### src/common/ctc_pkg.sv
/*
 * constants, enumerations and carrier types of the compact timer block.
 * assumes a single 25 MHz clock and a 32-bit apb master with 12-bit address.
 */
`default_nettype none
package ctc_pkg;
   // clock and timing
   localparam int unsigned CLK_FREQ_HZ  = 25000000;
   localparam int unsigned TBC_DIV      = 256;
   localparam logic [7:0]  TBC_LAST     = 8'(TBC_DIV - 1);

   // register byte addresses
   localparam logic [11:0] ADDR_CTRL_A  = 12'h000;
   localparam logic [11:0] ADDR_CTRL_B  = 12'h004;
   localparam logic [11:0] ADDR_CNT_LO  = 12'h008;
   localparam logic [11:0] ADDR_CNT_HI  = 12'h00c;
   localparam logic [11:0] ADDR_CMPA_LO = 12'h010;
   localparam logic [11:0] ADDR_CMPA_HI = 12'h014;
   localparam logic [11:0] ADDR_IRQ_ST  = 12'h018;
   localparam logic [11:0] ADDR_IRQ_MSK = 12'h01c;

   // reset values
   localparam logic [7:0]  CTRL_A_RST   = 8'h00;
   localparam logic [7:0]  CTRL_B_RST   = 8'h00;
   localparam logic [9:0]  CNT_RST      = 10'h000;
   localparam logic [9:0]  CMPA_RST     = 10'h000;
   localparam logic [1:0]  IRQ_RST      = 2'h0;

   // timer_ctrl_a fields
   localparam int unsigned A_PAUSE      = 7;
   localparam int unsigned A_CKSEL_HI   = 6;
   localparam int unsigned A_CKSEL_LO   = 4;
   localparam int unsigned A_ON         = 3;
   localparam int unsigned A_PER_HI     = 2;
   localparam int unsigned A_PER_LO     = 0;

   // timer_ctrl_b fields
   localparam int unsigned B_MODE_HI    = 7;
   localparam int unsigned B_MODE_LO    = 6;
   localparam int unsigned B_OFS_HI     = 5;
   localparam int unsigned B_OFS_LO     = 4;
   localparam int unsigned B_INIT       = 3;
   localparam int unsigned B_POL        = 2;
   localparam int unsigned B_SWAP       = 1;
   localparam int unsigned B_CLRSEL     = 0;

   // interrupt status / mask bits
   localparam int unsigned IRQ_A        = 0;
   localparam int unsigned IRQ_P        = 1;

   typedef enum logic [2:0] {
      CK_SYS_DIV4  = 3'b000,
      CK_SYS       = 3'b001,
      CK_HIGH_DIV16 = 3'b010,
      CK_HIGH_DIV64 = 3'b011,
      CK_TIMEBASE  = 3'b100,
      CK_RESERVED  = 3'b101,
      CK_EXT_RISE  = 3'b110,
      CK_EXT_FALL  = 3'b111
   } ctc_clksel_t;

   typedef enum logic [1:0] {
      MODE_COMPARE = 2'b00,
      MODE_UNDEF   = 2'b01,
      MODE_PWM     = 2'b10,
      MODE_TIMER   = 2'b11
   } ctc_mode_t;

   typedef enum logic [1:0] {
      OFS_NONE   = 2'b00,
      OFS_LOW    = 2'b01,
      OFS_HIGH   = 2'b10,
      OFS_TOGGLE = 2'b11
   } ctc_ofs_t;

   // apb request and answer
   typedef struct packed {
      logic        psel;
      logic        penable;
      logic        pwrite;
      logic [11:0] paddr;
      logic [31:0] pwdata;
   } ctc_apb_req_t;

   typedef struct packed {
      logic [31:0] prdata;
      logic        pready;
      logic        pslverr;
   } ctc_apb_rsp_t;

   // whole state of the timer
   typedef struct packed {
      logic [7:0]   ctrl_a;
      logic [7:0]   ctrl_b;
      logic [9:0]   count;
      logic [9:0]   cmp_a;
      logic [7:0]   low_buf;
      logic [1:0]   irq_status;
      logic [1:0]   irq_mask;
      logic         on_prev;
      logic [5:0]   presc;
      logic [7:0]   tbc_div;
      logic         ext_s1;
      logic         ext_s2;
      logic         ext_s3;
      logic         out_level;
      logic         pin;
      logic         irq;
      ctc_apb_rsp_t rsp;
   } ctc_state_t;
endpackage : ctc_pkg
`default_nettype wire

### src/verilog/ctc_timer.sv
/*
 * compact 10-bit up-counting timer with its register set behind apb.
 * assumes one 25 MHz clock that also serves as system and high clock,
 * an external clock pin asynchronous to it, and a zero-wait apb master.
 */
// The APB interface to the registers and the address map are this design's own decisions.
// What this block does
// - pause bit high holds the count; counting resumes from it when low
// - clock select 000..100 picks sys/4, sys, high/16, high/64, time base
// - clock select 101 connects no source; counter never advances
// - codes 110 and 111 count rising and falling edges of external pin
// - clearing timer-on stops counting and keeps the residual count
// - timer-on rising edge zeroes the counter; software cannot write it
// - in compare mode timer-on rising edge forces output to initial level
// - 3-bit period value compares against counter bits 9..7, with bits 6..0 zero
// - period codes give 128 to 896 clocks; code 000 gives 1024
// - outside pwm mode, clear select zero lets a period match clear the counter
// - period code 000 lets the counter run to maximum and overflow
// - compare-a value readable and writable as low byte and high byte
// - counter readable, not writable, as low byte and high byte
// - unused high-byte bits 7..2 always read zero
// - low bytes pass through a shared buffer latched by high-byte access
// - mode 00 compare output, 10 pwm, 11 timer/counter, 01 undefined
// - compare-a value compares against all ten counter bits
// - overflow or selected match clears counter and raises interrupt
`timescale 1ns/100ps
`default_nettype none
module ctc_timer
(
   input  wire logic                  clk,
   input  wire logic                  reset,
   input  wire ctc_pkg::ctc_apb_req_t apb_req,
   output var  ctc_pkg::ctc_apb_rsp_t apb_rsp,
   input  wire logic                  external_clock_pin,
   output var  logic                  timer_output_pin,
   output var  logic                  irq
);

   ctc_pkg::ctc_state_t state_reg;
   ctc_pkg::ctc_state_t state_next;

   // control fields as named views
   logic                 pause_control;
   logic                 timer_on;
   ctc_pkg::ctc_clksel_t clock_source_select;
   logic [2:0]           period_compare_bits;
   ctc_pkg::ctc_mode_t   operating_mode_select;
   ctc_pkg::ctc_ofs_t    output_function_select;
   logic                 output_initial_level;
   logic                 output_polarity;
   logic                 duty_period_swap;
   logic                 clear_source_select;

   assign pause_control          = state_reg.ctrl_a[ctc_pkg::A_PAUSE];
   assign timer_on               = state_reg.ctrl_a[ctc_pkg::A_ON];
   assign clock_source_select    = ctc_pkg::ctc_clksel_t'(
      state_reg.ctrl_a[ctc_pkg::A_CKSEL_HI:ctc_pkg::A_CKSEL_LO]);
   assign period_compare_bits    =
      state_reg.ctrl_a[ctc_pkg::A_PER_HI:ctc_pkg::A_PER_LO];
   assign operating_mode_select  = ctc_pkg::ctc_mode_t'(
      state_reg.ctrl_b[ctc_pkg::B_MODE_HI:ctc_pkg::B_MODE_LO]);
   assign output_function_select = ctc_pkg::ctc_ofs_t'(
      state_reg.ctrl_b[ctc_pkg::B_OFS_HI:ctc_pkg::B_OFS_LO]);
   assign output_initial_level   = state_reg.ctrl_b[ctc_pkg::B_INIT];
   assign output_polarity        = state_reg.ctrl_b[ctc_pkg::B_POL];
   assign duty_period_swap       = state_reg.ctrl_b[ctc_pkg::B_SWAP];
   assign clear_source_select    = state_reg.ctrl_b[ctc_pkg::B_CLRSEL];

   // counter datapath signals
   logic        tick;
   logic        on_rise;
   logic        advance;
   logic [10:0] inc;
   logic        ovf;
   logic        p_hit;
   logic        a_hit;
   logic        clr_on_p;
   logic        clr_on_a;
   logic [9:0]  duty;
   logic        pwm_active;

   // apb decode signals
   logic        setup;
   logic        done;
   logic        wr_done;
   logic        rd_done;
   logic        mapped;
   logic [31:0] rdata;

   // active edge of the selected counter clock, one-cycle enable
   always_comb
   begin
      case (clock_source_select)
         ctc_pkg::CK_SYS_DIV4:   tick = &state_reg.presc[1:0];
         ctc_pkg::CK_SYS:        tick = 1'b1;
         ctc_pkg::CK_HIGH_DIV16: tick = &state_reg.presc[3:0];
         ctc_pkg::CK_HIGH_DIV64: tick = &state_reg.presc;
         ctc_pkg::CK_TIMEBASE:
            tick = (state_reg.tbc_div == ctc_pkg::TBC_LAST);
         ctc_pkg::CK_RESERVED:   tick = 1'b0;
         ctc_pkg::CK_EXT_RISE:
            tick = state_reg.ext_s2 & ~state_reg.ext_s3;
         ctc_pkg::CK_EXT_FALL:
            tick = ~state_reg.ext_s2 & state_reg.ext_s3;
         default:                tick = 1'b0;
      endcase
   end

   // match and clear decisions, evaluated on the value the count moves to
   always_comb
   begin
      on_rise  = timer_on & ~state_reg.on_prev;
      advance  = timer_on & ~pause_control & tick & ~on_rise;
      inc      = {1'b0, state_reg.count} + 11'h001;
      ovf      = inc[10];
      // period match only at the first count of the 128-count window
      p_hit    = (period_compare_bits != 3'h0) &&
                 (inc[9:7] == period_compare_bits) &&
                 (inc[6:0] == 7'h00);
      a_hit    = (inc[9:0] == state_reg.cmp_a);
      // pwm swaps which comparator sets the period
      if (operating_mode_select == ctc_pkg::MODE_PWM)
      begin
         clr_on_p = ~duty_period_swap;
         clr_on_a = duty_period_swap;
         duty     = duty_period_swap ?
                    {period_compare_bits, 7'h00} : state_reg.cmp_a;
      end
      else
      begin
         clr_on_p = ~clear_source_select;
         clr_on_a = clear_source_select;
         duty     = state_reg.cmp_a;
      end
      pwm_active = (state_reg.count < duty);
   end

   // apb phase decode; zero wait states, answer prepared in setup
   always_comb
   begin
      setup   = apb_req.psel & ~apb_req.penable;
      done    = apb_req.psel & apb_req.penable & state_reg.rsp.pready;
      wr_done = done & apb_req.pwrite;
      rd_done = done & ~apb_req.pwrite;
      mapped  = 1'b1;
      rdata   = 32'h0000_0000;
      case (apb_req.paddr)
         ctc_pkg::ADDR_CTRL_A:  rdata[7:0] = state_reg.ctrl_a;
         ctc_pkg::ADDR_CTRL_B:  rdata[7:0] = state_reg.ctrl_b;
         ctc_pkg::ADDR_CNT_LO:  rdata[7:0] = state_reg.low_buf;
         ctc_pkg::ADDR_CNT_HI:  rdata[1:0] = state_reg.count[9:8];
         ctc_pkg::ADDR_CMPA_LO: rdata[7:0] = state_reg.low_buf;
         ctc_pkg::ADDR_CMPA_HI: rdata[1:0] = state_reg.cmp_a[9:8];
         ctc_pkg::ADDR_IRQ_ST:  rdata[1:0] = state_reg.irq_status;
         ctc_pkg::ADDR_IRQ_MSK: rdata[1:0] = state_reg.irq_mask;
         default:               mapped     = 1'b0;
      endcase
   end

   // next state of the whole block
   always_comb
   begin
      state_next = state_reg;

      // dividers run free so a source switch needs no restart
      state_next.presc   = state_reg.presc + 6'h01;
      state_next.tbc_div = (state_reg.tbc_div == ctc_pkg::TBC_LAST) ?
                           8'h00 : state_reg.tbc_div + 8'h01;

      // pin synchroniser; third flop only keeps edge history
      state_next.ext_s1 = external_clock_pin;
      state_next.ext_s2 = state_reg.ext_s1;
      state_next.ext_s3 = state_reg.ext_s2;

      state_next.on_prev = timer_on;

      // counter: zero on switch-on, otherwise step and auto-clear
      if (on_rise)
      begin
         state_next.count = 10'h000;
      end
      else if (advance)
      begin
         if (ovf || (p_hit && clr_on_p) || (a_hit && clr_on_a))
         begin
            state_next.count = 10'h000;
         end
         else
         begin
            state_next.count = inc[9:0];
         end
      end

      // timer output level per mode
      case (operating_mode_select)
         ctc_pkg::MODE_COMPARE:
         begin
            if (on_rise)
            begin
               state_next.out_level = output_initial_level;
            end
            else if (advance && a_hit)
            begin
               case (output_function_select)
                  ctc_pkg::OFS_LOW:    state_next.out_level = 1'b0;
                  ctc_pkg::OFS_HIGH:   state_next.out_level = 1'b1;
                  ctc_pkg::OFS_TOGGLE:
                     state_next.out_level = ~state_reg.out_level;
                  default:             state_next.out_level =
                                          state_reg.out_level;
               endcase
            end
         end
         ctc_pkg::MODE_PWM:
         begin
            case (output_function_select)
               ctc_pkg::OFS_HIGH:
                  state_next.out_level = timer_on & pwm_active;
               ctc_pkg::OFS_TOGGLE:
                  state_next.out_level = timer_on & ~pwm_active;
               default: state_next.out_level = 1'b0;
            endcase
         end
         // timer/counter and undefined mode keep the pin inactive
         default: state_next.out_level = 1'b0;
      endcase
      state_next.pin = state_reg.out_level ^ output_polarity;

      // sticky status: a new event wins over a clear in the same cycle
      state_next.irq_status = state_reg.irq_status;
      if (wr_done && apb_req.paddr == ctc_pkg::ADDR_IRQ_ST)
      begin
         state_next.irq_status = state_reg.irq_status &
                                 ~apb_req.pwdata[1:0];
      end
      if (advance && (ovf || p_hit))
      begin
         state_next.irq_status[ctc_pkg::IRQ_P] = 1'b1;
      end
      if (advance && a_hit)
      begin
         state_next.irq_status[ctc_pkg::IRQ_A] = 1'b1;
      end
      state_next.irq = |(state_next.irq_status & state_next.irq_mask);

      // register writes take effect at the completing edge only
      if (wr_done)
      begin
         case (apb_req.paddr)
            ctc_pkg::ADDR_CTRL_A:  state_next.ctrl_a = apb_req.pwdata[7:0];
            ctc_pkg::ADDR_CTRL_B:  state_next.ctrl_b = apb_req.pwdata[7:0];
            ctc_pkg::ADDR_CMPA_LO:
               state_next.low_buf = apb_req.pwdata[7:0];
            ctc_pkg::ADDR_CMPA_HI:
               state_next.cmp_a = {apb_req.pwdata[1:0],
                                   state_reg.low_buf};
            ctc_pkg::ADDR_IRQ_MSK:
               state_next.irq_mask = apb_req.pwdata[1:0];
            // counter bytes ignore writes
            default: state_next.low_buf = state_reg.low_buf;
         endcase
      end

      // high-byte reads latch the matching low byte into the buffer
      if (rd_done && apb_req.paddr == ctc_pkg::ADDR_CNT_HI)
      begin
         state_next.low_buf = state_reg.count[7:0];
      end
      if (rd_done && apb_req.paddr == ctc_pkg::ADDR_CMPA_HI)
      begin
         state_next.low_buf = state_reg.cmp_a[7:0];
      end

      // answer: ready rises for the access phase, drops after it
      if (setup)
      begin
         state_next.rsp.pready  = 1'b1;
         state_next.rsp.pslverr = ~mapped;
         state_next.rsp.prdata  = apb_req.pwrite ? 32'h0000_0000 : rdata;
      end
      else if (done)
      begin
         state_next.rsp.pready  = 1'b0;
         state_next.rsp.pslverr = 1'b0;
         state_next.rsp.prdata  = 32'h0000_0000;
      end
   end

   // single state register, constant reset values
   always_ff @(posedge clk or posedge reset)
   begin
      if (reset)
      begin
         state_reg            <= '0;
         state_reg.ctrl_a     <= ctc_pkg::CTRL_A_RST;
         state_reg.ctrl_b     <= ctc_pkg::CTRL_B_RST;
         state_reg.count      <= ctc_pkg::CNT_RST;
         state_reg.cmp_a      <= ctc_pkg::CMPA_RST;
         state_reg.irq_status <= ctc_pkg::IRQ_RST;
         state_reg.irq_mask   <= ctc_pkg::IRQ_RST;
      end
      else
      begin
         state_reg <= state_next;
      end
   end

   // all outputs straight from the state register
   assign apb_rsp          = state_reg.rsp;
   assign timer_output_pin = state_reg.pin;
   assign irq              = state_reg.irq;

endmodule : ctc_timer
`default_nettype wire

### config.mk
export PLATFORM = sky130hd
export DESIGN_NAME = ctc_timer
export DESIGN_NICKNAME = d
export VERILOG_FILES = /design/src/common/ctc_pkg.sv /design/src/verilog/ctc_timer.sv
export SDC_FILE = /design/constraint.sdc
export NUM_CORES = 1
export LEC_CHECK = 0
export ABC_CLOCK_PERIOD_IN_PS = 2950
export BUFFER_PORTS_ARGS = -buffer_cell sky130_fd_sc_hd__buf_2
export CORE_ASPECT_RATIO = 1.4
export CORE_MARGIN = 2
export CORE_UTILIZATION = 57
export CTS_CLUSTER_DIAMETER = 30
export DETAILED_ROUTE_END_ITERATION = 10
export PLACE_DENSITY = 0.91
export SKIP_LAST_GASP = 1
export SYNTH_ARGS = -nofsm -noshare
export SYNTH_HDL_FRONTEND = slang
export SYNTH_SLANG_ARGS = --single-unit
export TNS_END_PERCENT = 50
### constraint.sdc
create_clock -name clk -period 2.95 [get_ports clk]
set_input_delay 0.295 -clock clk [delete_from_list [all_inputs] [get_ports clk]]
set_output_delay 0.295 -clock clk [all_outputs]
set_load 0.02 [all_outputs]
; ---- Yosys cells after proc, flatten, opt, wreduce, memory -nomap -nowiden
; Cells that the tools add are included.
; Widths: inputs -> output; s select.
[word_totals]
regBits = 103
out_inout_bits = 36
inputBits = 50
word_cells = 135
[classes]
muxes = 27
n_eq_ne = 23
reduce_logical = 33
bitwise_logic = 29
add_sub_neg = 3
magnitude_cmp = 1
[op_table]
columns = operator, count
row1 = $mux 34, 2
row2 = $mux 10, 5
row3 = $eq 12x5->1 const B, 4
row4 = $mux 8, 6
row5 = $eq 12x4->1 const B, 2
row6 = $pmux 6 s3, 1
row7 = $pmux 2 s7, 1
row8 = $reduce_and 2->1, 7
row9 = $and 1x1->1, 13
row10 = $eq 12x3->1 const B, 1
row11 = $eq 3x3->1 const B, 4
row12 = $logic_not 12->1, 1
row13 = $not 1->1, 12
row14 = $add 10x1->11 const B, 1
row15 = $eq 10x10->1, 1
row16 = $lt 10x10->1, 1
row17 = $logic_and 1x1->1, 9
row18 = $reduce_bool 3->1, 3
row19 = $add 8x1->8 const B, 1
row20 = $eq 8x8->1 const B, 1
row21 = $pmux 1 s8, 1
row22 = $reduce_or 8->1, 1
row23 = $logic_not 7->1, 1
row24 = $mux 1, 7
row25 = other kinds (21), 30

; ---- Logic depth before layout (Yosys ltp)
[depth]
word_depth = 10
ltp_mapped = 12

; ---- Worst setup path after synthesis
; OpenSTA, ideal clock, no wires.
[synth_path]
kind = register to register
startpoint = register state_reg, in the netlist operating_mode_select[1]
endpoint = register state_reg[36] in the netlist's numbering
arrival_ns = 2.357
path_buffers = 1
path_slack_ns = 0.500
path_stages_with_launch = 13
setup_ns = 0.094
period_less_slack_ns = 2.450
cell_sequence = dfrtp_1 > nand3b_1 > clkbuf_1 > nor2_1 > a21oi_1 > ha_1 > a21o_1 > a21oi_1 > o211ai_1 > a31oi_1 > xor2_1 > a41oi_1 > a211oi_1
[synth_via]
elab_chain_len = 7
word_cells_on_any_way = 12
cone_classes = order compare (1) / eq/ne (3) / mux (3) / bitwise (3) / reduce/logical (2)
[synth_lines]
columns = item, line
row1 = "start, declared", ctc_timer.sv:39  ; ctc_pkg::ctc_state_t state_reg;
row2 = "start signal, assigned", ctc_timer.sv:304  ; state_reg <= state_next;
row3 = $eq 2x2->1, "ctc_timer.sv:122, ctc_timer.sv:195"
row4 = $mux 10, ctc_timer.sv:122  ; if (operating_mode_select == ctc_pkg::MODE_PWM)
row5 = $lt 10x10->1, ctc_timer.sv:135  ; pwm_active = (state_reg.count < duty);
row6 = $not 1->1, ctc_timer.sv:220  ; state_next.out_level = timer_on & ~pwm_active;
row7 = $and 1x1->1, ctc_timer.sv:220
row8 = $pmux 1 s2, ctc_timer.sv:216  ; case (output_function_select)
row9 = $pmux 1 s2, ctc_timer.sv:195  ; case (operating_mode_select)
; Parallel ways exist; a longest one is shown, timed or not.
; A chain may end at the register's enable or synchronous reset.

; ---- Worst setup path after layout
[layout_path]
startpoint = register state_reg[77] in the netlist's numbering
endpoint = register state_reg[79] in the netlist's numbering
[layout_via]
elab_chain_len = 10
word_cells_on_any_way = 13
cone_classes = add/sub (1) / eq/ne (2) / mux (3) / reduce/logical (7)
[layout_lines]
columns = item, line
row1 = $add 10x1->11 *, ctc_timer.sv:114  ; inc = {1'b0, state_reg.count} + 11'h001;
row2 = $eq 3x3->1, ctc_timer.sv:118  ; (inc[9:7] == period_compare_bits) &&
row3 = $logic_and 1x1->1, ctc_timer.sv:117  ; p_hit = (period_compare_bits != 3'h0) &&
row4 = $logic_and 1x1->1, ctc_timer.sv:118
row5 = $logic_and 1x1->1, ctc_timer.sv:184  ; if (ovf || (p_hit && clr_on_p) || (a_hit && clr_on_a))
row6 = $logic_or 1x1->1 (2 in a row), ctc_timer.sv:184
row7 = $mux 10 *, ctc_timer.sv:184
row8 = $mux 10 *, ctc_timer.sv:182  ; else if (advance)
row9 = $mux 10 *, ctc_timer.sv:178  ; if (on_rise)
; Mark *: on every way between the ends. The rest lies on a longest branch, timed or not. The select of a mux whose other input is x is not followed.

==> flow_metrics.tcl <==
set metrics [dict create \
    top_layer "met4" \
    fin_skew_ns 0.00942 \
    vdd.ir_drop.worst_v 0.000540 \
    h-tree-depth 3 \
    holdWs_ns 0.0680 \
    synth.largest_area_cell "dfrtp_1" \
    drcViolationCount 0 \
    die_x_um 83.6 \
    rsz0062_at_grt "false" \
    ant_nets 0 \
    io_pins 86 \
    finalSetupViolations 0 \
    largest_register_ffs 49 \
    rows 40 \
    path_buf_inv 1 \
    synth_area_um2 5050 \
    die_area_um2 9640 \
    grt_antenna_before_repair 0 \
    numClockSinks 79 \
    wl_met2_mm 6.17 \
    end_kind "flip-flop" \
    ys.flop_type "dfrtp_1" \
    min_path_type "in -> reg" \
    synth_cell_type_count 74 \
    synth_warnings 0 \
    yosys.area.top_type_share_pct 39.1 \
    crit_required_ns 3.17 \
    async_flop_share_pct 100 \
    synth_edf_count 0 \
    max_cap_viol_count 0 \
    synth_area_leaders "dfrtp_1 (39%), mux2_2 (6.0%), buf_4 (5.4%), nand2_1 (4.0%), ha_1 (3.2%)" \
    postLayoutSetupSlackWorst_ns 0.211 \
    final.min_clock_period_ns 2.74 \
    post_drt_wl_per_cell_um 19.0 \
    crit_slowest_cell "dfrtp_1" \
    drt-total-wl_mm 12.2 \
    clkTransAtPathRegs_ns 0.06 \
    clockBufferDepth 2 \
    status "completed" \
    place_ws_ns 0.212 \
    fin_tns_setup_ns 0 \
    hold_depth 1 \
    via_per_inst 6.46 \
    drtIter0Drc 467 \
    gp_congestion 0.926 \
    clock_latency_ns 0.34 \
    cts_tree "built" \
    p_leak_nw 2.50 \
    core_um2 8610 \
    slew_viol_final 0 \
    cts_root_buf "clkbuf_16" \
    worst_pin_slew_ns 0.999 \
    crit_path_max_fanout 10 \
    wl_met1_mm 4.46 \
    fin_crit_sh_pct 92.8 \
    crit_type "reg -> reg" \
    overflow 0 \
    synth_seq_cells 79 \
    start_kind "flip-flop" \
    grt_pass1_vias 4063 \
    portBuffers 37 \
    powerDensity_nw_per_um2 413 \
    dr_wl_met3_um 837 \
    crit_family "compound AO/OA/AOI/OAI gates" \
    synth_area_per_cell_um2 10.0 \
    dp_hpwl_mm 8.70 \
    synthToLayoutAreaGrowth_pct 7.31 \
    track_usage_pct 26.0 \
    critPathArrivalTime_ns 2.96 \
    grt_max_degree 80 \
    fin_nets 594 \
    hold_violations 0 \
    crit_chain "ha_1 > buf_4 > or4_1 > a2111oi_2 > o2111a_1 > nand3b_4 > a41oi_2 > o22ai_1" \
    ff2ff_path_depth 8 \
    die_h_um 115 \
    num_antenna_cells 0 \
    crit_cells 8 \
    slew_headroom_pct 33.4 \
    cp_slowest_stage_delay_ns 0.47 \
    yosysSeqAreaShare_pct 39.1 \
    post_cts.repair.setup_buffers 0 \
    max_freq_mhz 365 \
    numCtsBuffers 9 \
    synth_cells 503 \
    drive_gt1_share_pct 23.3 \
    vias 4143 \
    grt_pass1_wl_mm 20.0 \
    first_pass_iters 6 \
    start_util_pct 58.7 \
]
layout make-up:
cell class,instances,area (um2)
fillers,646,3190
well taps,105,131
flip-flops and latches,79,1980
inverters,17,63.8
clock buffers,13,260
multi-input cells,373,2680
repair buffers,51,290
clock inverters,3,17.5
where the power goes:
part | total (W) | switching [W] | internal (W) | leakage, nW
logic | 0.000113 | 0.0000863 | 0.0000264 | 1.31
registers | 0.00110 | 0.00000517 | 0.00109 | 1.05
clock network | 0.00103 | 0.000419 | 0.000613 | 0.136
total | 0.00224 | 0.000511 | 0.00173 | 2.50
cells in the final DEF, fill, tap and decap left out, types with 5 or more instances in the layout:
cell / instances
mux2_4: 8
nand3_1: 11
nor2_1: 21
o21ai_1: 7
conb_1: 24
dfrtp_1: 79
ha_1: 13
a222oi_1: 8
o211ai_1: 6
and3_1: 6
a21oi_1: 11
nor2b_1: 5
buf_4: 14
nand4_1: 6
xor2_1: 11
mux2i_1: 11
and4_1: 6
inv_1: 16
nor4_1: 5
o21ai_0: 22
xnor2_1: 9
a211oi_1: 6
buf_2: 37
clkbuf_16: 9
a31oi_1: 6
nor3_1: 10
mux2_2: 27
nand2_1: 54
stage by stage:
step / power, W / area [um2] / util [%] / cells
finish: 0.00224 / 5420 / 63.0 / 641
global route: 0.00231 / 5420 / 63.0 / 641
CTS: 0.00225 / 5420 / 62.9 / 641
detailed placement: 0.00123 / 5140 / 59.7 / 625
global placement: 0.00122 / 5140 / 59.7 / 625
floorplan: 0.00122 / 5140 / - / 526
synth_stat cells (7+ instances only):
cell       n
xor2_1    11
a222oi_1   8
buf_2     11
a21oi_1   11
nand2_1   54
nor3_1    10
mux2_2    27
xnor2_1    9
mux2i_1   11
inv_1     17
ha_1      13
o21ai_1    7
dfrtp_1   79
mux2_4     8
o21ai_0   22
buf_4     36
nor2_1    21
nand3_1   12
cell families (layout without fill, tap and decap cells):
family | Yosys count | in the layout | share of synthesized area (%)
buf+inv | 74 | 84 | 9.61
xor+xnor | 21 | 21 | 3.91
simple gates | 163 | 163 | 18.4
other cells | 1 | 24 | 0.0742
fa+ha+maj | 13 | 13 | 3.22
mux | 46 | 46 | 10.6
flops | 79 | 79 | 39.1
compound gates | 106 | 106 | 15.1
metal layers:
layer | up-vias | track usage, %
met3 | 50 | 4.02
met2 | 250 | 46.0
met4 | 0 | 15.2
met1 | 1998 | 30.0
met5 | - | 0
li1 | 1845 | -
worst paths after layout:
kind                               startpoint              to  slack [ns]
hold / removal             external_clock_pin  state_next[38]        0.07
setup / recovery                state_reg[77]   state_reg[79]        0.21
max in group asynchronous               reset   state_reg[43]        2.04
hold reg to reg                state_next[38]  state_next[37]        0.36
setup reg to reg                state_reg[77]   state_reg[79]        0.21
min in group asynchronous               reset      apb_rsp[2]        0.24
what timing repair did:
item | CTS | global route
endpoints found under the setup margin | 0 | 2
gates resized for setup | 0 | 1
hold buffers | 0 | 0
Power figures use the tool's default switching activity.
